**config.mk**
```make
export PLATFORM = sky130hd
export DESIGN_NAME = ssl_serial_slave
export DESIGN_NICKNAME = d
export VERILOG_FILES = /design/src/logic/ssl_pkg.sv /design/src/logic/ssl_pin_sync.sv /design/src/logic/ssl_crc_serial.sv /design/src/logic/ssl_serial_slave.sv
export VERILOG_INCLUDE_DIRS = /design/src /design/src/logic
export SDC_FILE = /design/constraint.sdc
export NUM_CORES = 1
export LEC_CHECK = 0
export ABC_AREA = 1
export BUFFER_PORTS_ARGS = -buffer_cell sky130_fd_sc_hd__buf_2
export CAP_MARGIN = 20
export CORE_AREA = 3 3 231 233
export DETAILED_ROUTE_END_ITERATION = 8
export DIE_AREA = 0 0 234 236
export PLACE_DENSITY = 0.51
export SYNTH_ARGS = -nofsm -noshare
export SYNTH_HDL_FRONTEND = slang
export SYNTH_HIERARCHICAL = 1
export SYNTH_SLANG_ARGS = --single-unit
```
**constraint.sdc**
```tcl
create_clock -name i_clock -period 2.7 [get_ports i_clock]
set_clock_uncertainty 0.2 [all_clocks]
set_input_delay 0.135 -clock i_clock [delete_from_list [all_inputs] [get_ports i_clock]]
set_output_delay 0.135 -clock i_clock [all_outputs]
set_load 0.02 [all_outputs]
```
**src/logic/ssl_map.svh**
```systemverilog
`ifndef SSL_MAP_SVH
`define SSL_MAP_SVH
`define SSL_A_IFACE 7'h03
`define SSL_A_SAFE 7'h0A
`define SSL_A_PROT 7'h0B
`define SSL_A_CFG_END 7'h13
`define SSL_A_COMMON 7'h40
`define SSL_A_BANKSEL 7'h40
`define SSL_A_ID_END 7'h47
`define SSL_A_USER_END 7'h6F
`define SSL_A_STAT 7'h70
`define SSL_A_STAT_END 7'h73
`define SSL_A_CMD 7'h74
`define SSL_A_CMD_END 7'h77
`define SSL_BANK_CFG0 8'h00
`define SSL_BANK_INFO 8'h02
`define SSL_BANK_USER 8'h0E
`define SSL_BANK_LAST 8'h1F
`define SSL_B_SSI 7
`define SSL_B_EXT 6
`define SSL_B_BIN 5
`define SSL_B_LCEN 6
`define SSL_F_SEED 5:0
`define SSL_B_PROT_EN 0
`define SSL_B_CMDLOCK 1
`define SSL_CMD_PIN 8'h02
`define SSL_CMD_PRESET 8'h03
`define SSL_CFG_RST 8'h00
`define SSL_RAM_WORDS 20
`define SSL_POLY6 6'h03
`define SSL_POLY16 16'h90D9
`define SSL_LEN_STD 6'h0D
`define SSL_LEN_EXT 6'h0E
`define SSL_LEN_FRM_HI 6'h15
`define SSL_LEN_FRM_LO 6'h11
`define SSL_LEN_LC 6'h06
`define SSL_LEN_CRC16 6'h10
`define SSL_LEN_CRC6 6'h06
`define SSL_FRM_HEAD 3'h2
`define SSL_CRC_MASK 48'h1FFF_FFFF_FFFF
`define SSL_LC_MIN 6'h01
`define SSL_LC_MAX 6'h3F
`define SSL_MEAS_RISES 2'h2
`define SSL_TCLK_NUM 4
`define SSL_TCLK_DEN 3
`define SSL_TMO_MIN_TCLK 1
`define SSL_TMO_ADD_TCLK 3
`define SSL_SYNC_LAT 2
`define SSL_TMO_MIN_CYC 16'((`SSL_TMO_MIN_TCLK * `SSL_TCLK_NUM + `SSL_TCLK_DEN - 1) / `SSL_TCLK_DEN)
`define SSL_TMO_ADD_CYC 16'((`SSL_TMO_ADD_TCLK * `SSL_TCLK_NUM) / `SSL_TCLK_DEN - `SSL_SYNC_LAT)
`define SSL_TMO_RST 16'h00FF
`endif

```
**src/logic/ssl_pkg.sv**
```systemverilog
`default_nettype none
package ssl_pkg;
    typedef enum logic [1:0] {
        ssl_idle = 2'b00,
        ssl_latch = 2'b01,
        ssl_shift = 2'b10,
        ssl_done = 2'b11
    } ssl_frame_t;

    typedef struct packed {
        ssl_frame_t fsm;
        logic [1:0] rises;
        logic [15:0] meas;
        logic [15:0] tmo_lim;
        logic [15:0] tmo_cnt;
        logic [47:0] sh;
        logic [47:0] mask;
        logic [5:0] cnt;
        logic crc_ph;
        logic slo;
        logic [5:0] lc;
        logic [19:0][7:0] ram;
        logic [7:0] bank;
        logic aux;
        logic preset;
        logic done;
        logic denied;
        logic [7:0] rdata;
    } ssl_state_t;
endpackage
`default_nettype wire

```
**src/logic/ssl_pin_sync.sv**
```systemverilog
`timescale 1ns/1ns
`default_nettype none
module ssl_pin_sync #(
    parameter logic RST_LEVEL = 1'b1
) (
    input wire logic i_clock,
    input wire logic i_rst,
    input wire logic i_pin,
    output logic o_level,
    output logic o_rise,
    output logic o_fall
);
    typedef struct packed {
        logic meta;
        logic sync;
        logic prev;
    } ssl_sync_t;
    ssl_sync_t s_r;
    ssl_sync_t s_nxt;

    always_comb begin
        s_nxt.meta = i_pin;
        s_nxt.sync = s_r.meta;
        s_nxt.prev = s_r.sync;
    end

    always_ff @(posedge i_clock) begin
        if (i_rst) begin
            s_r <= {RST_LEVEL, RST_LEVEL, RST_LEVEL};
        end else begin
            s_r <= s_nxt;
        end
    end

    assign o_level = s_r.sync;
    assign o_rise = s_r.sync & ~s_r.prev;
    assign o_fall = ~s_r.sync & s_r.prev;
endmodule // ssl_pin_sync
`default_nettype wire

```
**src/logic/ssl_crc_serial.sv**
```systemverilog
`timescale 1ns/1ns
`default_nettype none
module ssl_crc_serial #(
    parameter int W = 6,
    parameter logic [W-1:0] POLY = '1
) (
    input wire logic i_clock,
    input wire logic i_rst,
    input wire logic i_init,
    input wire logic [W-1:0] i_init_value,
    input wire logic i_bit_valid,
    input wire logic i_bit,
    output logic [W-1:0] o_crc
);
    typedef struct packed {
        logic [W-1:0] crc;
    } ssl_crc_t;
    ssl_crc_t s_r;
    ssl_crc_t s_nxt;
    logic fb;

    always_comb begin
        s_nxt = s_r;
        fb = s_r.crc[W-1] ^ i_bit;
        if (i_init) begin
            s_nxt.crc = i_init_value;
        end else if (i_bit_valid) begin
            s_nxt.crc = {s_r.crc[W-2:0], 1'b0} ^ (fb ? POLY : '0);
        end
    end

    always_ff @(posedge i_clock) begin
        if (i_rst) begin
            s_r <= '0;
        end else begin
            s_r <= s_nxt;
        end
    end

    assign o_crc = s_r.crc;
endmodule // ssl_crc_serial
`default_nettype wire

```
**src/logic/ssl_serial_slave.sv**
```systemverilog
`timescale 1ns/1ns
`default_nettype none
`include "ssl_map.svh"
module ssl_serial_slave (
    input wire logic i_clock,
    input wire logic i_rst,
    input wire logic i_ma,
    input wire logic [13:0] i_position,
    input wire logic i_high_resolution,
    input wire logic [7:0] i_error_flags,
    input wire logic i_phase_warning,
    input wire logic i_pin_command_enable,
    input wire logic i_preset_command_enable,
    input wire logic i_reg_req,
    input wire logic i_reg_write,
    input wire logic i_reg_bcast,
    input wire logic [6:0] i_reg_addr,
    input wire logic [7:0] i_reg_wdata,
    output logic o_slo,
    output logic o_aux_output_pin,
    output logic o_preset_pulse,
    output logic o_reg_done,
    output logic o_reg_denied,
    output logic [7:0] o_reg_rdata
);
    ssl_pkg::ssl_state_t s_r;
    ssl_pkg::ssl_state_t s_nxt;
    logic ma_lvl;
    logic ma_rise;
    logic ma_fall;
    logic crc_init;
    logic crc_feed;
    logic crc_bit;
    logic [5:0] crc6;
    logic [15:0] crc16;
    logic [13:0] gray;
    logic [13:0] ssi_pos;
    logic [5:0] lc_n;
    logic [47:0] vec;
    logic [47:0] vmask;
    logic [5:0] len;
    logic [15:0] crc_w;
    logic [5:0] crc_len;
    logic [15:0] lim_new;
    logic [1:0] acc;
    logic ok;
    logic err_low;
    logic warn_low;

    wire logic ssi = s_r.ram[`SSL_A_IFACE][`SSL_B_SSI];
    wire logic ext = s_r.ram[`SSL_A_IFACE][`SSL_B_EXT];
    wire logic bin = s_r.ram[`SSL_A_IFACE][`SSL_B_BIN];
    wire logic lcen = s_r.ram[`SSL_A_SAFE][`SSL_B_LCEN];
    wire logic [5:0] crc_seed = s_r.ram[`SSL_A_SAFE][`SSL_F_SEED];
    wire logic prot = s_r.ram[`SSL_A_PROT][`SSL_B_PROT_EN];
    wire logic lock = s_r.ram[`SSL_A_PROT][`SSL_B_CMDLOCK];

    // returns {read allowed, write allowed}
    function automatic logic [1:0] ssl_access(input logic [6:0] a, input logic [7:0] bank,
                                              input logic pr);
        logic [1:0] r;
        r = 2'b00;
        if (a < `SSL_A_COMMON) begin
            if (bank > `SSL_BANK_LAST) begin
                r = 2'b00;
            end else if (!pr) begin
                r = (bank == `SSL_BANK_CFG0 && a > `SSL_A_CFG_END) ? 2'b00 : 2'b11;
            end else if (bank >= `SSL_BANK_USER) begin
                r = 2'b11;
            end else if (bank >= `SSL_BANK_INFO) begin
                r = 2'b10;
            end
        end else if (a == `SSL_A_BANKSEL) begin
            r = 2'b11;
        end else if (a <= `SSL_A_ID_END) begin
            r = pr ? 2'b10 : 2'b11;
        end else if (a <= `SSL_A_USER_END) begin
            r = 2'b11;
        end else if (a <= `SSL_A_STAT_END) begin
            r = 2'b10;
        end else if (a <= `SSL_A_CMD_END) begin
            r = 2'b01;
        end else begin
            r = pr ? 2'b10 : 2'b11;
        end
        return r;
    endfunction

    ssl_pin_sync #(
        .RST_LEVEL(1'b1)
    ) u_ma_sync (
        .i_clock(i_clock),
        .i_rst(i_rst),
        .i_pin(i_ma),
        .o_level(ma_lvl),
        .o_rise(ma_rise),
        .o_fall(ma_fall)
    );

    ssl_crc_serial #(
        .W(6),
        .POLY(`SSL_POLY6)
    ) u_crc6 (
        .i_clock(i_clock),
        .i_rst(i_rst),
        .i_init(crc_init),
        .i_init_value(crc_seed),
        .i_bit_valid(crc_feed),
        .i_bit(crc_bit),
        .o_crc(crc6)
    );

    ssl_crc_serial #(
        .W(16),
        .POLY(`SSL_POLY16)
    ) u_crc16 (
        .i_clock(i_clock),
        .i_rst(i_rst),
        .i_init(crc_init),
        .i_init_value({10'h000, crc_seed}),
        .i_bit_valid(crc_feed),
        .i_bit(crc_bit),
        .o_crc(crc16)
    );

    always_comb begin
        err_low = ~|i_error_flags;
        warn_low = ~i_phase_warning;
        gray = i_position ^ {1'b0, i_position[13:1]};
        ssi_pos = bin ? i_position : gray;
        lc_n = (s_r.lc >= `SSL_LC_MAX) ? `SSL_LC_MIN : s_r.lc + `SSL_LC_MIN;
        vmask = ssi ? 48'h0 : `SSL_CRC_MASK;
        // fields left-aligned so the msb leaves first; the counter trails, so len drops it unless lcen is set
        if (ssi) begin
            if (ext) begin
                vec = {ssi_pos[13:2], err_low, warn_low, lc_n, 28'h0};
                len = `SSL_LEN_EXT + (lcen ? `SSL_LEN_LC : 6'h00);
            end else begin
                vec = {ssi_pos[13:1], 35'h0};
                len = `SSL_LEN_STD;
            end
        end else if (i_high_resolution) begin
            vec = {`SSL_FRM_HEAD, i_position, 2'h0, err_low, warn_low, lc_n, 21'h0};
            len = `SSL_LEN_FRM_HI + (lcen ? `SSL_LEN_LC : 6'h00);
        end else begin
            vec = {`SSL_FRM_HEAD, i_position[13:2], err_low, warn_low, lc_n, 25'h0};
            len = `SSL_LEN_FRM_LO + (lcen ? `SSL_LEN_LC : 6'h00);
        end
        crc_w = lcen ? ~crc16 : {~crc6, 10'h000};
        crc_len = lcen ? `SSL_LEN_CRC16 : `SSL_LEN_CRC6;
        lim_new = s_r.meas + `SSL_TMO_ADD_CYC;
        if (lim_new < `SSL_TMO_MIN_CYC) begin
            lim_new = `SSL_TMO_MIN_CYC;
        end
    end

    always_comb begin
        s_nxt = s_r;
        crc_init = 1'b0;
        crc_feed = 1'b0;
        crc_bit = 1'b0;
        acc = 2'b00;
        ok = 1'b0;
        s_nxt.preset = 1'b0;
        s_nxt.done = i_reg_req;
        s_nxt.denied = 1'b0;

        unique case (s_r.fsm)
            ssl_pkg::ssl_idle: begin
                s_nxt.slo = 1'b1;
                if (ma_fall) begin
                    s_nxt.fsm = ssl_pkg::ssl_latch;
                    s_nxt.meas = 16'h0000;
                    s_nxt.rises = 2'h0;
                    s_nxt.tmo_cnt = 16'h0000;
                end
            end
            ssl_pkg::ssl_latch: begin
                if (ma_rise) begin
                    s_nxt.fsm = ssl_pkg::ssl_shift;
                    s_nxt.slo = vec[47];
                    s_nxt.sh = {vec[46:0], 1'b0};
                    s_nxt.mask = {vmask[46:0], 1'b0};
                    s_nxt.cnt = len - 6'h01;
                    s_nxt.crc_ph = 1'b0;
                    crc_init = 1'b1;
                    if (lcen) begin
                        s_nxt.lc = lc_n;
                    end
                end
            end
            ssl_pkg::ssl_shift: begin
                if (ma_rise) begin
                    if (s_r.cnt != 6'h00) begin
                        s_nxt.slo = s_r.sh[47];
                        crc_feed = s_r.mask[47];
                        crc_bit = s_r.sh[47];
                        s_nxt.sh = {s_r.sh[46:0], 1'b0};
                        s_nxt.mask = {s_r.mask[46:0], 1'b0};
                        s_nxt.cnt = s_r.cnt - 6'h01;
                    end else if (!ssi && !s_r.crc_ph) begin
                        s_nxt.slo = crc_w[15];
                        s_nxt.sh = {crc_w[14:0], 33'h0};
                        s_nxt.mask = 48'h0;
                        s_nxt.cnt = crc_len - 6'h01;
                        s_nxt.crc_ph = 1'b1;
                    end else begin
                        s_nxt.fsm = ssl_pkg::ssl_done;
                        s_nxt.slo = 1'b0;
                    end
                end
            end
            ssl_pkg::ssl_done: begin
                s_nxt.slo = 1'b0;
            end
        endcase

        if (s_r.fsm != ssl_pkg::ssl_idle) begin
            if (s_r.rises != `SSL_MEAS_RISES) begin
                s_nxt.meas = s_r.meas + 16'h0001;
            end
            s_nxt.tmo_cnt = ma_lvl ? s_r.tmo_cnt + 16'h0001 : 16'h0000;
            if (ma_rise && s_r.rises != `SSL_MEAS_RISES) begin
                s_nxt.rises = s_r.rises + 2'h1;
                if (s_r.rises + 2'h1 == `SSL_MEAS_RISES) begin
                    s_nxt.tmo_lim = lim_new;
                end
            end
            // clock held high past the limit ends the frame
            if (ma_lvl && s_r.tmo_cnt >= s_r.tmo_lim) begin
                s_nxt.fsm = ssl_pkg::ssl_idle;
                s_nxt.slo = 1'b1;
            end
        end

        if (i_reg_req) begin
            acc = ssl_access(i_reg_addr, s_r.bank, prot);
            s_nxt.rdata = 8'h00;
            if (i_reg_write) begin
                if (i_reg_addr >= `SSL_A_CMD && i_reg_addr <= `SSL_A_CMD_END) begin
                    ok = acc[0] && !lock;
                    if (ok && i_reg_addr == `SSL_A_CMD) begin
                        if (i_reg_wdata == `SSL_CMD_PIN && i_pin_command_enable) begin
                            s_nxt.aux = !i_reg_bcast;
                        end
                        if (i_reg_wdata == `SSL_CMD_PRESET && i_preset_command_enable) begin
                            s_nxt.preset = 1'b1;
                        end
                    end
                end else begin
                    ok = acc[0];
                    if (ok && i_reg_addr == `SSL_A_BANKSEL) begin
                        s_nxt.bank = i_reg_wdata;
                    end else if (ok && i_reg_addr < `SSL_A_COMMON
                                 && s_r.bank == `SSL_BANK_CFG0) begin
                        s_nxt.ram[i_reg_addr[4:0]] = i_reg_wdata;
                    end
                end
            end else begin
                ok = acc[1];
                if (ok && i_reg_addr == `SSL_A_BANKSEL) begin
                    s_nxt.rdata = s_r.bank;
                end else if (ok && i_reg_addr < `SSL_A_COMMON
                             && s_r.bank == `SSL_BANK_CFG0) begin
                    s_nxt.rdata = s_r.ram[i_reg_addr[4:0]];
                end else if (ok && i_reg_addr == `SSL_A_STAT) begin
                    s_nxt.rdata = i_error_flags;
                end else if (ok && i_reg_addr == `SSL_A_STAT + 7'h01) begin
                    s_nxt.rdata = {7'h00, i_phase_warning};
                end
            end
            s_nxt.denied = !ok;
        end
    end

    always_ff @(posedge i_clock) begin
        if (i_rst) begin
            s_r <= '0;
            s_r.fsm <= ssl_pkg::ssl_idle;
            s_r.slo <= 1'b1;
            s_r.tmo_lim <= `SSL_TMO_RST;
            s_r.ram <= {`SSL_RAM_WORDS{`SSL_CFG_RST}};
        end else begin
            s_r <= s_nxt;
        end
    end

    assign o_slo = s_r.slo;
    assign o_aux_output_pin = s_r.aux;
    assign o_preset_pulse = s_r.preset;
    assign o_reg_done = s_r.done;
    assign o_reg_denied = s_r.denied;
    assign o_reg_rdata = s_r.rdata;
endmodule // ssl_serial_slave
`default_nettype wire

```
After elaboration in Yosys (flattened, before gate mapping) --
Index checks and enable logic that the tools add are counted. Widths: inputs -> output; s select.
Operators by class: add/sub/neg operators 11, magnitude comparators 15, equality and inequality tests 16, mux-type cells 82, bitwise logic cells 17, reduce and logical (&&, ||, !) cells 44
Operators by type and width (count):
- $pmux 103 s2 | 1
- $bwmux 160 | 1
- $mux 16 | 9
- $mux 110 | 1
- $mux 104 | 1
- $mux 103 | 1
- $mux 102 | 1
- $mux 6 | 9
- $mux 52 | 1
- $mux 48 | 1
- $mux 8 | 6
- $mux 45 | 1
- $bmux 8 s5 | 1
- $demux 8 s5 | 1
- $mux 2 | 19
- $mux 36 | 1
- $mux 33 | 1
- $add 16x1->16 const B | 2
- $eq 7x7->1 const B | 4
- $le 7x7->1 const B | 4
- $mux 20 | 1
- $mux 1 | 19
- $logic_and 1x1->1 | 18
- $mux 18 | 1
- other kinds (49) | 80
Word-level totals: flip-flop bits (word level) 367, input bits 47, output and inout bits 13, word-level logic and storage cells 228

Logic depth before layout (Yosys ltp) --
Gate-level depths: netlist of run 1.
word-level depth 14, gate-level depth with buffers 15, depth with buffers taken out 15

Cells and area by module --
The synthesis of run 1 kept the hierarchy.
By module, submodules not included:
- ssl_serial_slave | instances 1, cells an instance 2438, area each 16759.8 µm², seq. area each 6806.5 µm²
- ssl_crc_serial at u_crc16 | instances 1, cells an instance 119, area each 818.3 µm², seq. area each 320.3 µm²
- ssl_crc_serial at u_crc6 | instances 1, cells an instance 49, area each 321.6 µm², seq. area each 120.1 µm²
- ssl_pin_sync | instances 1, cells an instance 13, area each 97.6 µm², seq. area each 60.1 µm²

Worst setup path before layout of run 1 --
Ideal clock, no wire load.
path type register to register, from reg s_r[340] in the netlist's numbering, to reg u_crc16.s_r, in the netlist u_crc16/o_crc[0], setup time 0.074 ns, arrival time 1.918 ns, data required time 2.426 ns, slack 0.508 ns, stages on the path, launching flop included 12, buffers on the path 1, period minus slack after synthesis 2.192 ns, path through dfxtp_1 > inv_1 > ha_1 > nand2_1 > inv_2 > nand2_1 > nor2_1 > inv_2 > nor2_4 > buf_4 > nand3_1 > a31oi_1
On the way: elaborated cells between the ends (all ways) 11, classes of those cells eq/ne: 2; mux: 6; bitwise: 2; reduce/logical: 1
RTL lines:
- from (decl) | RTL line ssl_serial_slave.sv:26 | ssl_pkg::ssl_state_t s_r;
- from (signal assigned) | RTL line ssl_serial_slave.sv:284 | s_r <= s_nxt;
- $eq 2x2->1 | RTL line ssl_serial_slave.sv:168 | unique case (s_r.fsm)
- $mux 1 | RTL line ssl_serial_slave.sv:168
- named net crc_feed | RTL line ssl_serial_slave.sv:32 | logic crc_feed;
- $reduce_bool 2->1 (no line)
- to (signal assigned) | RTL line ssl_crc_serial.sv:36 | s_r <= s_nxt;
- to (decl) | RTL line ssl_crc_serial.sv:18 | ssl_crc_t s_r;
The timed path passes the listed nets, and every way through them passes these cells. The select of a mux whose other input is x is not followed. A chain may end at the register's enable or synchronous reset.

Final worst setup path of run 1 --
from in i_reg_wdata[0], to reg s_r, in the netlist o_preset_pulse
On the way: cells in the longest elaborated chain, start to end 3
RTL lines:
- from (decl) | RTL line ssl_serial_slave.sv:18 | input wire logic [7:0] i_reg_wdata,
- $eq 8x2->1 (no line)
- $logic_and 1x1->1 | RTL line ssl_serial_slave.sv:246 | if (i_reg_wdata == `SSL_CMD_PRESET && i_preset_command_enable) begin
- $mux 1 | RTL line ssl_serial_slave.sv:246
Every way passes these cells.

==> tab_implementation.tex, run 1 <==
\begin{tabular}{lr}
\hline
Metric & Value \\
\hline
\multicolumn{2}{l}{\textbf{GRT}} \\
\quad Total routing resource utilization after global routing & 0.2023 \\
\quad Number of global-route vias before repair & 16,420 \\
\quad GR Overflow Total & 0 \\
\quad Global-route wire length before repair & 90.27 mm \\
\quad Pin count of the biggest net entering global routing & 93 \\
\quad Antenna violations before repair & 3 \\
\multicolumn{2}{l}{\textbf{Timing}} \\
\quad Worst-case headroom to the max-slew limit & 0.3782 \\
\quad Final period utilization & 0.9731 \\
\quad Setup violations, final & 0 \\
\quad Final slew viol count & 0 \\
\quad Worst Setup Slack, final & 72.60 ps \\
\quad Maximum clock frequency & 380.6 MHz \\
\quad Final min period & 2627 ps \\
\quad Setup repair after global routing missed its margin & true \\
\quad Slew of the pin with the lowest slew margin & 925.5 ps \\
\quad Final count of hold timing violations & 0 \\
\multicolumn{2}{l}{\textbf{Power and ir drop}} \\
\quad Pwr/cell area & 587.3 nW/um2 \\
\quad IR Drop Worst-Case VDD & 0.0003877 V \\
\quad Pleak & 8.108 nW \\
\multicolumn{2}{l}{\textbf{Placed design}} \\
\quad Placer congestion estimate & 0.9003 \\
\quad Worst slack at placement & 240.5 ps \\
\quad Number of instances in the placed design & 3,291 \\
\quad Port Buf Inserts & 59 \\
\quad Detailed Place HPWL & 39.35 mm \\
\multicolumn{2}{l}{\textbf{Logic synthesis}} \\
\quad Total number of yosys warnings & 6 \\
\quad Synthesis-stage register bit count & 365 \\
\quad Number of synthesized flops with an enable pin & 0 \\
\quad Post-synthesis async set-or-reset flop share & 0 \\
\quad Top\_reg\_cell synth & sky130\_fd\_sc\_hd\_\_dfxtp\_1 \\
\quad Distinct cell type count of the synthesized netlist & 49 \\
\quad Area share of the leading cell type in the synthesized netlist & 0.4060 \\
\quad Most frequently used cell type in the post-synthesis netlist & sky130\_fd\_sc\_hd\_\_nand2\_1 \\
\quad Leading cell types by total area after synthesis & sky130\_fd\_sc\_hd\_\_dfxtp\_1 (41\%), sky130\_fd\_sc\_hd\_\_nand2\_1 (13\%), sky130\_fd\_sc\_hd\_\_a21oi\_1 (9.9\%), sky130\_fd\_sc\_hd\_\_nand3\_1 (7.6\%), sky130\_fd\_sc\_hd\_\_inv\_1 (4.8\%) \\
\quad Top cells by instance count after synthesis & sky130\_fd\_sc\_hd\_\_nand2\_1 (636), sky130\_fd\_sc\_hd\_\_dfxtp\_1 (365), sky130\_fd\_sc\_hd\_\_a21oi\_1 (357) \\
\quad Average cell area after synthesis & 6.872 um2 \\
\quad Synthesized area & 18,000 um2 \\
\quad Syn Inst Count & 2,619 \\
\quad Cell type with the largest total area after synthesis & sky130\_fd\_sc\_hd\_\_dfxtp\_1 \\
\quad Proportion of synthesized chip area in sequential cells & 0.4060 \\
\multicolumn{2}{l}{\textbf{Routing}} \\
\quad Total number of vias & 17,870 \\
\quad First-pass DRT Iterations & 7 \\
\quad Iteration-0 DRC Markers & 1,451 \\
\quad Final Routed Wirelength & 58.11 mm \\
\quad DRC & 0 \\
\quad Number of nets with antenna violations after routing & 0 \\
\quad Wire per inst & 16.93 um \\
\quad Via density & 5.205 \\
\multicolumn{2}{l}{\textbf{Outcome}} \\
\quad Run status & finished clean \\
\multicolumn{2}{l}{\textbf{Hold path}} \\
\quad Cell depth of the worst min-delay path & 5 \\
\quad HP Class & primary input to register \\
\multicolumn{2}{l}{\textbf{Floorplanning}} \\
\quad Die extent in x & 234 um \\
\quad Initial cell density of the core & 0.3501 \\
\quad Full die area & 55,220 um2 \\
\quad Die outline height & 236 um \\
\quad Placeable Area & 51,410 um2 \\
\quad Site row count & 83 \\
\quad Boundary pin count & 60 \\
\multicolumn{2}{l}{\textbf{Clock tree}} \\
\quad Clock network latency to the later pin of the worst-skew pair & 580 ps \\
\quad Total number of H-tree levels & 2 \\
\quad Sinks on Clock Net & 365 \\
\quad Number of buffers inserted by post-CTS setup repair & 0 \\
\quad Total CTS buffers & 43 \\
\quad Clock tree from TritonCTS & built \\
\quad Clk slew on worst S/H paths & 60 ps \\
\quad Clock Root Buffer & sky130\_fd\_sc\_hd\_\_clkbuf\_16 \\
\quad Buffers from clock root to sink, at most & 3 \\
\multicolumn{2}{l}{\textbf{Layout}} \\
\quad Layout Area Growth over Synthesis & 17.36\% \\
\quad Net count, final & 2,793 \\
\quad Count of filler cells inserted in the layout & 5,368 \\
\quad Final std cells w/o fill & 3,433 \\
\quad Share of cells above drive strength 1 & 0.09015 \\
\quad Util after Layout & 0.4109 \\
\multicolumn{2}{l}{\textbf{Critical path}} \\
\quad Largest driver fanout on the critical path & 23 \\
\quad Critical path endpoint category & register \\
\quad Category of the most critical setup path & primary input to register \\
\quad Startpoint type of the worst setup path & primary input \\
\quad Worst Reg2Reg Path Length in Cells & 9 \\
\quad Crit path arrival time & 2930 ps \\
\quad Worst path required time & 3000 ps \\
\multicolumn{2}{l}{\textbf{Run}} \\
\quad Total of max-cap violations & 0 \\
\hline
\end{tabular}
kinds of logic after synthesis:
kind of cell,after synthesis,share of synthesized area
other cells,1,0.0002084
fa+ha+maj,29,0.02016
buf+inv,392,0.09198
simple gates,1206,0.2860
compound gates,606,0.1855
flops,365,0.4060
xor+xnor,14,0.006813
mux,6,0.003337
stage by stage:
| step | total power (W) | area [um2] | hold slack [ps] | TNS, ps |
|---|---|---|---|---|
| finish | 0.01240 | 21120 | 82.60 | 0 |
| global route | 0.01287 | 21120 | 99.68 | -3.791 |
| CTS | 0.01257 | 21090 | 46.53 | 0 |
| detailed placement | 0.006535 | 19040 | 126.9 | 0 |
| global placement | 0.006532 | 19040 | 121.7 | 0 |
| floorplan | 0.006165 | 18030 | 4.066 | 0 |
layout by cell type (no fill, tap or decap), types with 19 or more instances in the layout:
cell type                         n
sky130_fd_sc_hd__o211ai_1        22
sky130_fd_sc_hd__o21ai_0        131
sky130_fd_sc_hd__dlygate4sd3_1   60
sky130_fd_sc_hd__inv_1          227
sky130_fd_sc_hd__buf_2           58
sky130_fd_sc_hd__dfxtp_1        365
sky130_fd_sc_hd__nor3_1          19
sky130_fd_sc_hd__a21oi_1        357
sky130_fd_sc_hd__buf_4           69
sky130_fd_sc_hd__a22oi_1         26
sky130_fd_sc_hd__ha_1            29
sky130_fd_sc_hd__nand2_1        635
sky130_fd_sc_hd__nand3_1        273
sky130_fd_sc_hd__a31oi_1         20
sky130_fd_sc_hd__clkbuf_16       46
sky130_fd_sc_hd__nor2_1         210
final cells by class:
cell class / instances / area, um2 / area share
Inverter: 243 / 912.1 / 0.04318
Tap cell: 680 / 850.8 / 0.04028
Antenna cell: 2 / 5.005 / 0.0002370
Multi-Input combinational cell: 1871 / 9071 / 0.4295
Timing Repair Buffer: 193 / 1528 / 0.07233
Clock inverter: 17 / 157.7 / 0.007464
Clock buffer: 62 / 1290 / 0.06107
Sequential cell: 365 / 7307 / 0.3460
critical path: stages:
cell and delay (ps):
sky130_fd_sc_hd__dlygate4sd3_1 510, sky130_fd_sc_hd__buf_2 550, sky130_fd_sc_hd__nand4_1 150, sky130_fd_sc_hd__dlygate4sd3_1 590, sky130_fd_sc_hd__nor4b_1 360, sky130_fd_sc_hd__dlygate4sd3_1 610
report_power, final:
group / internal [W] / total [W] / leakage [nW] / switching, W
logic: 0.000297 / 0.000992 / 4.46 / 0.000695
registers: 0.00545 / 0.00549 / 2.95 / 0.0000362
clock network: 0.00352 / 0.00592 / 0.700 / 0.00240
registers in the layout (all words and copies together), names as in the netlist, 6 cells and up:
signal	cells
crc_seed	6
o_reg_rdata	8
u_crc16/o_crc	16
s_r	316
u_crc6/o_crc	6
worst paths after layout:
| kind | slack, ps | end | startpoint |
|---|---|---|---|
| setup / recovery | 70 | o_preset_pulse | i_reg_wdata[0] |
| hold reg to reg | 210 | u_ma_sync/o_level | u_ma_sync/s_nxt[1] |
| setup reg to reg | 210 | s_r[69] | s_r[19] |
| hold / removal | 80 | s_r[146] | i_reg_addr[2] |
routing by layer:
layer,share of wire,wire [um],vias to the layer above,global-route usage
li1,-,-,8887,-
met1,0.46,26750,8351,0.2756
met2,0.46,26460,517,0.3242
met3,0.052,3040,113,0.02947
met4,0.032,1841,2,0.07364
met5,0.00022,13,-,0
timing repair:
item	CTS	global route
endpoints found under the setup margin	0	21
gates resized for setup	0	1
hold buffers	60	0
endpoints found under the hold margin	226	0
Power figures use the tool's default switching activity.
==> run 2: changes to the inputs <==
--- a/config.mk
+++ b/config.mk
@@ -9,9 +9,9 @@
 export ABC_AREA = 1
 export BUFFER_PORTS_ARGS = -buffer_cell sky130_fd_sc_hd__buf_2
 export CAP_MARGIN = 20
-export CORE_AREA = 3 3 231 233
+export CORE_AREA = 3 3 196 275
 export DETAILED_ROUTE_END_ITERATION = 8
-export DIE_AREA = 0 0 234 236
+export DIE_AREA = 0 0 199 278
 export PLACE_DENSITY = 0.51
 export SYNTH_ARGS = -nofsm -noshare
 export SYNTH_HDL_FRONTEND = slang
==> constraint.sdc (replaced) <==
create_clock -name i_clock -period 3.4 [get_ports i_clock]
set_clock_uncertainty 0.2 [all_clocks]
set_input_delay 0.17 -clock i_clock [delete_from_list [all_inputs] [get_ports i_clock]]
set_output_delay 0.17 -clock i_clock [all_outputs]
set_load 0.02 [all_outputs]
==> tab_implementation.tex, run 2 (synthesis gave the netlist of run 1 again) <==
\begin{tabular}{lr}
\hline
Metric & Value \\
\hline
\multicolumn{2}{l}{\textbf{Critical path}} \\
\quad Category of the most critical setup path & primary input to register \\
\quad Worst setup path startpoint & i\_reg\_addr[1] \\
\quad Crit path arrival time & 3440 ps \\
\quad Startpoint type of the worst setup path & primary input \\
\quad End of the worst register-to-register path & o\_reg\_rdata[2] \\
\quad Cell-by-cell trace of the critical path & buf\_2 -> inv\_2 -> nand2\_2 -> nor2\_1 -> nor2\_1 -> nand3\_1 -> nand3\_1 -> nand2\_1 -> nand2\_1 -> nand2\_1 -> nand3\_1 -> nand2\_1 -> dlygate4sd3\_1 -> a21oi\_1 -> dlygate4sd3\_1 \\
\quad Worst path required time & 3710 ps \\
\quad Slowest cell delay on critical path & 580 ps \\
\quad Endpoint of the worst setup timing path & o\_reg\_rdata[2] \\
\quad Worst r2r src & s\_r[19] \\
\quad Slowest-stage cell, CP & sky130\_fd\_sc\_hd\_\_dlygate4sd3\_1 \\
\quad Most used cell along the critical path & sky130\_fd\_sc\_hd\_\_nand2\_1 \\
\quad Worst Reg2Reg Path Length in Cells & 11 \\
\quad Largest driver fanout on the critical path & 16 \\
\quad Reg-to-reg slack, setup & 300 ps \\
\quad Critical path endpoint category & register \\
\multicolumn{2}{l}{\textbf{Routing}} \\
\quad Number of nets with antenna violations after routing & 0 \\
\quad Via density & 5.189 \\
\quad Total number of vias & 17,530 \\
\quad DRC & 0 \\
\quad First-pass DRT Iterations & 5 \\
\quad Final Routed Wirelength & 57.33 mm \\
\quad Iteration-0 DRC Markers & 1,026 \\
\quad Wire per inst & 16.97 um \\
\multicolumn{2}{l}{\textbf{Layout}} \\
\quad Net count, final & 2,767 \\
\quad Util after Layout & 0.4015 \\
\quad Largest register FFs & 316 \\
\quad Most flop-heavy register & s\_r \\
\quad Share of cells above drive strength 1 & 0.08193 \\
\quad Most common cell after layout, fill and taps aside & sky130\_fd\_sc\_hd\_\_nand2\_1 \\
\quad Most frequent cells in the layout & sky130\_fd\_sc\_hd\_\_nand2\_1 (635), sky130\_fd\_sc\_hd\_\_dfxtp\_1 (365), sky130\_fd\_sc\_hd\_\_a21oi\_1 (357) \\
\quad Layout Area Growth over Synthesis & 15.79\% \\
\quad Count of filler cells inserted in the layout & 5,453 \\
\quad Inserted Diodes & 0 \\
\quad Reg area & 7307 um2 \\
\quad Multi-input logic area & 9076 um2 \\
\multicolumn{2}{l}{\textbf{Floorplanning}} \\
\quad Die outline height & 278 um \\
\quad Boundary pin count & 60 \\
\quad Full die area & 55,320 um2 \\
\quad Die extent in x & 199 um \\
\quad Initial cell density of the core & 0.3468 \\
\quad Site row count & 99 \\
\quad Placeable Area & 51,900 um2 \\
\multicolumn{2}{l}{\textbf{Clock tree}} \\
\quad Buffers from clock root to sink, at most & 3 \\
\quad Clock network latency to the later pin of the worst-skew pair & 570 ps \\
\quad Clk slew on worst S/H paths & 60 ps \\
\quad Clock Root Buffer & sky130\_fd\_sc\_hd\_\_clkbuf\_16 \\
\quad Total number of H-tree levels & 2 \\
\quad Total CTS buffers & 42 \\
\quad Sinks on Clock Net & 365 \\
\quad Number of buffers inserted by post-CTS setup repair & 0 \\
\quad Clock tree from TritonCTS & built \\
\multicolumn{2}{l}{\textbf{Outcome}} \\
\quad Run status & finished clean \\
\multicolumn{2}{l}{\textbf{Hold path}} \\
\quad HP Class & primary input to register \\
\multicolumn{2}{l}{\textbf{Power and ir drop}} \\
\quad Internal power component & 0.007255 W \\
\quad Switch share & 0.2539 \\
\quad Combinational share of power & 0.079 \\
\quad Reported net switching power & 0.002468 W \\
\quad Sequential fraction of design power & 0.448 \\
\quad Relative contribution of the clock network to total power & 0.473 \\
\quad Pleak & 7.966 nW \\
\quad IR Drop Worst-Case VDD & 0.0003126 V \\
\quad Pwr/cell area & 466.6 nW/um2 \\
\multicolumn{2}{l}{\textbf{Timing}} \\
\quad Setup TNS Final & 0 ps \\
\quad Final slew viol count & 0 \\
\quad Worst-case headroom to the max-slew limit & 0.4717 \\
\quad Slew of the pin with the lowest slew margin & 789.6 ps \\
\quad Worst Setup Slack, final & 268.2 ps \\
\quad Setup violations, final & 0 \\
\quad Final period utilization & 0.9211 \\
\quad Final count of hold timing violations & 0 \\
\quad Final min period & 3132 ps \\
\quad Setup repair after global routing missed its margin & false \\
\quad Hold slack & 32.34 ps \\
\quad Maximum clock frequency & 319.3 MHz \\
\multicolumn{2}{l}{\textbf{GRT}} \\
\quad GR Overflow Total & 0 \\
\quad Pin count of the biggest net entering global routing & 133 \\
\quad Antenna violations before repair & 0 \\
\quad Total routing resource utilization after global routing & 0.2030 \\
\quad Global-route wire length before repair & 90.15 mm \\
\quad Number of global-route vias before repair & 16,690 \\
\multicolumn{2}{l}{\textbf{Placed design}} \\
\quad Port Buf Inserts & 59 \\
\quad Worst slack at placement & 495.0 ps \\
\quad Placer congestion estimate & 0.9783 \\
\quad Detailed Place HPWL & 39.16 mm \\
\multicolumn{2}{l}{\textbf{Run}} \\
\quad Total of max-cap violations & 0 \\
\hline
\end{tabular}
==> run 2: cell count changes in the layout (fill, tap and decap cells not counted), sizes merged <==
cell / previous run / this run
buf: 131 / 107
clkbuf: 64 / 59
clkinv: 11 / 13
clkinvlp: 6 / 3
diode: 2 / 0
inv: 241 / 242
==> run 2: per-stage QoR <==
stage / instance area [um2] / total power, W / cells
finish: 20840 / 0.009723 / 3378
global route: 20840 / 0.01010 / 3378
CTS: 20830 / 0.009857 / 3378
detailed placement: 18830 / 0.005177 / 3243
global placement: 18820 / 0.005171 / 3242
floorplan: 18030 / 0.004896 / 2628
==> run 2: critical path: cells and delay by family <==
family | cells | cell delay [ps]
and+or+nand+nor | 10 | 1450
buffers and inverters | 4 | 1670
AOI/OAI and AO/OA | 1 | 140
==> run 2: how the worst min path moves through the flow <==
stage	endpoint	cells past startpoint	from
global route	s_r[119]	3	i_reg_wdata[3]
finish	s_r[124]	3	i_reg_wdata[0]
global placement	o_aux_output_pin	2	i_reg_bcast
detailed placement	o_aux_output_pin	2	i_reg_bcast
CTS	s_r[127]	3	i_reg_wdata[3]
floorplan	u_crc6/o_crc[0]	1	i_rst
==> run 2: layout make-up <==
cell class              instances  share of cell area
flip-flops and latches        365              0.3506
repair buffers                168             0.06364
inverters                     243             0.04377
well taps                     656             0.03939
multi-input cells            1871              0.4355
clock buffers                  58             0.05962
clock inverters                17            0.007385
==> run 2: repair_timing <==
item	in CTS	in global routing
hold buffers	60	0
gates resized for setup	0	2
setup endpoints to repair	0	6
endpoints found under the hold margin	111	0
==> run 2: power groups by stage <==
| stage | clock [W] | combinational (W) | sequential, W |
|---|---|---|---|
| finish | 0.00460 | 0.000766 | 0.00436 |
| global route | 0.00490 | 0.000840 | 0.00436 |
| CTS | 0.00474 | 0.000763 | 0.00436 |
| detailed placement | 0 | 0.000725 | 0.00445 |
| global placement | 0 | 0.000720 | 0.00445 |
| floorplan | 0 | 0.000448 | 0.00445 |
==> run 2: per-layer routing <==
| metal | part of all wire | routed length (um) | GRT usage | vias up |
|---|---|---|---|---|
| met5 | 0 | 0 | 0 | - |
| met4 | 0.043 | 2455 | 0.08276 | 0 |
| met3 | 0.041 | 2376 | 0.02797 | 125 |
| met2 | 0.49 | 28310 | 0.3578 | 401 |
| met1 | 0.42 | 24190 | 0.2474 | 8177 |
| li1 | - | - | - | 8826 |
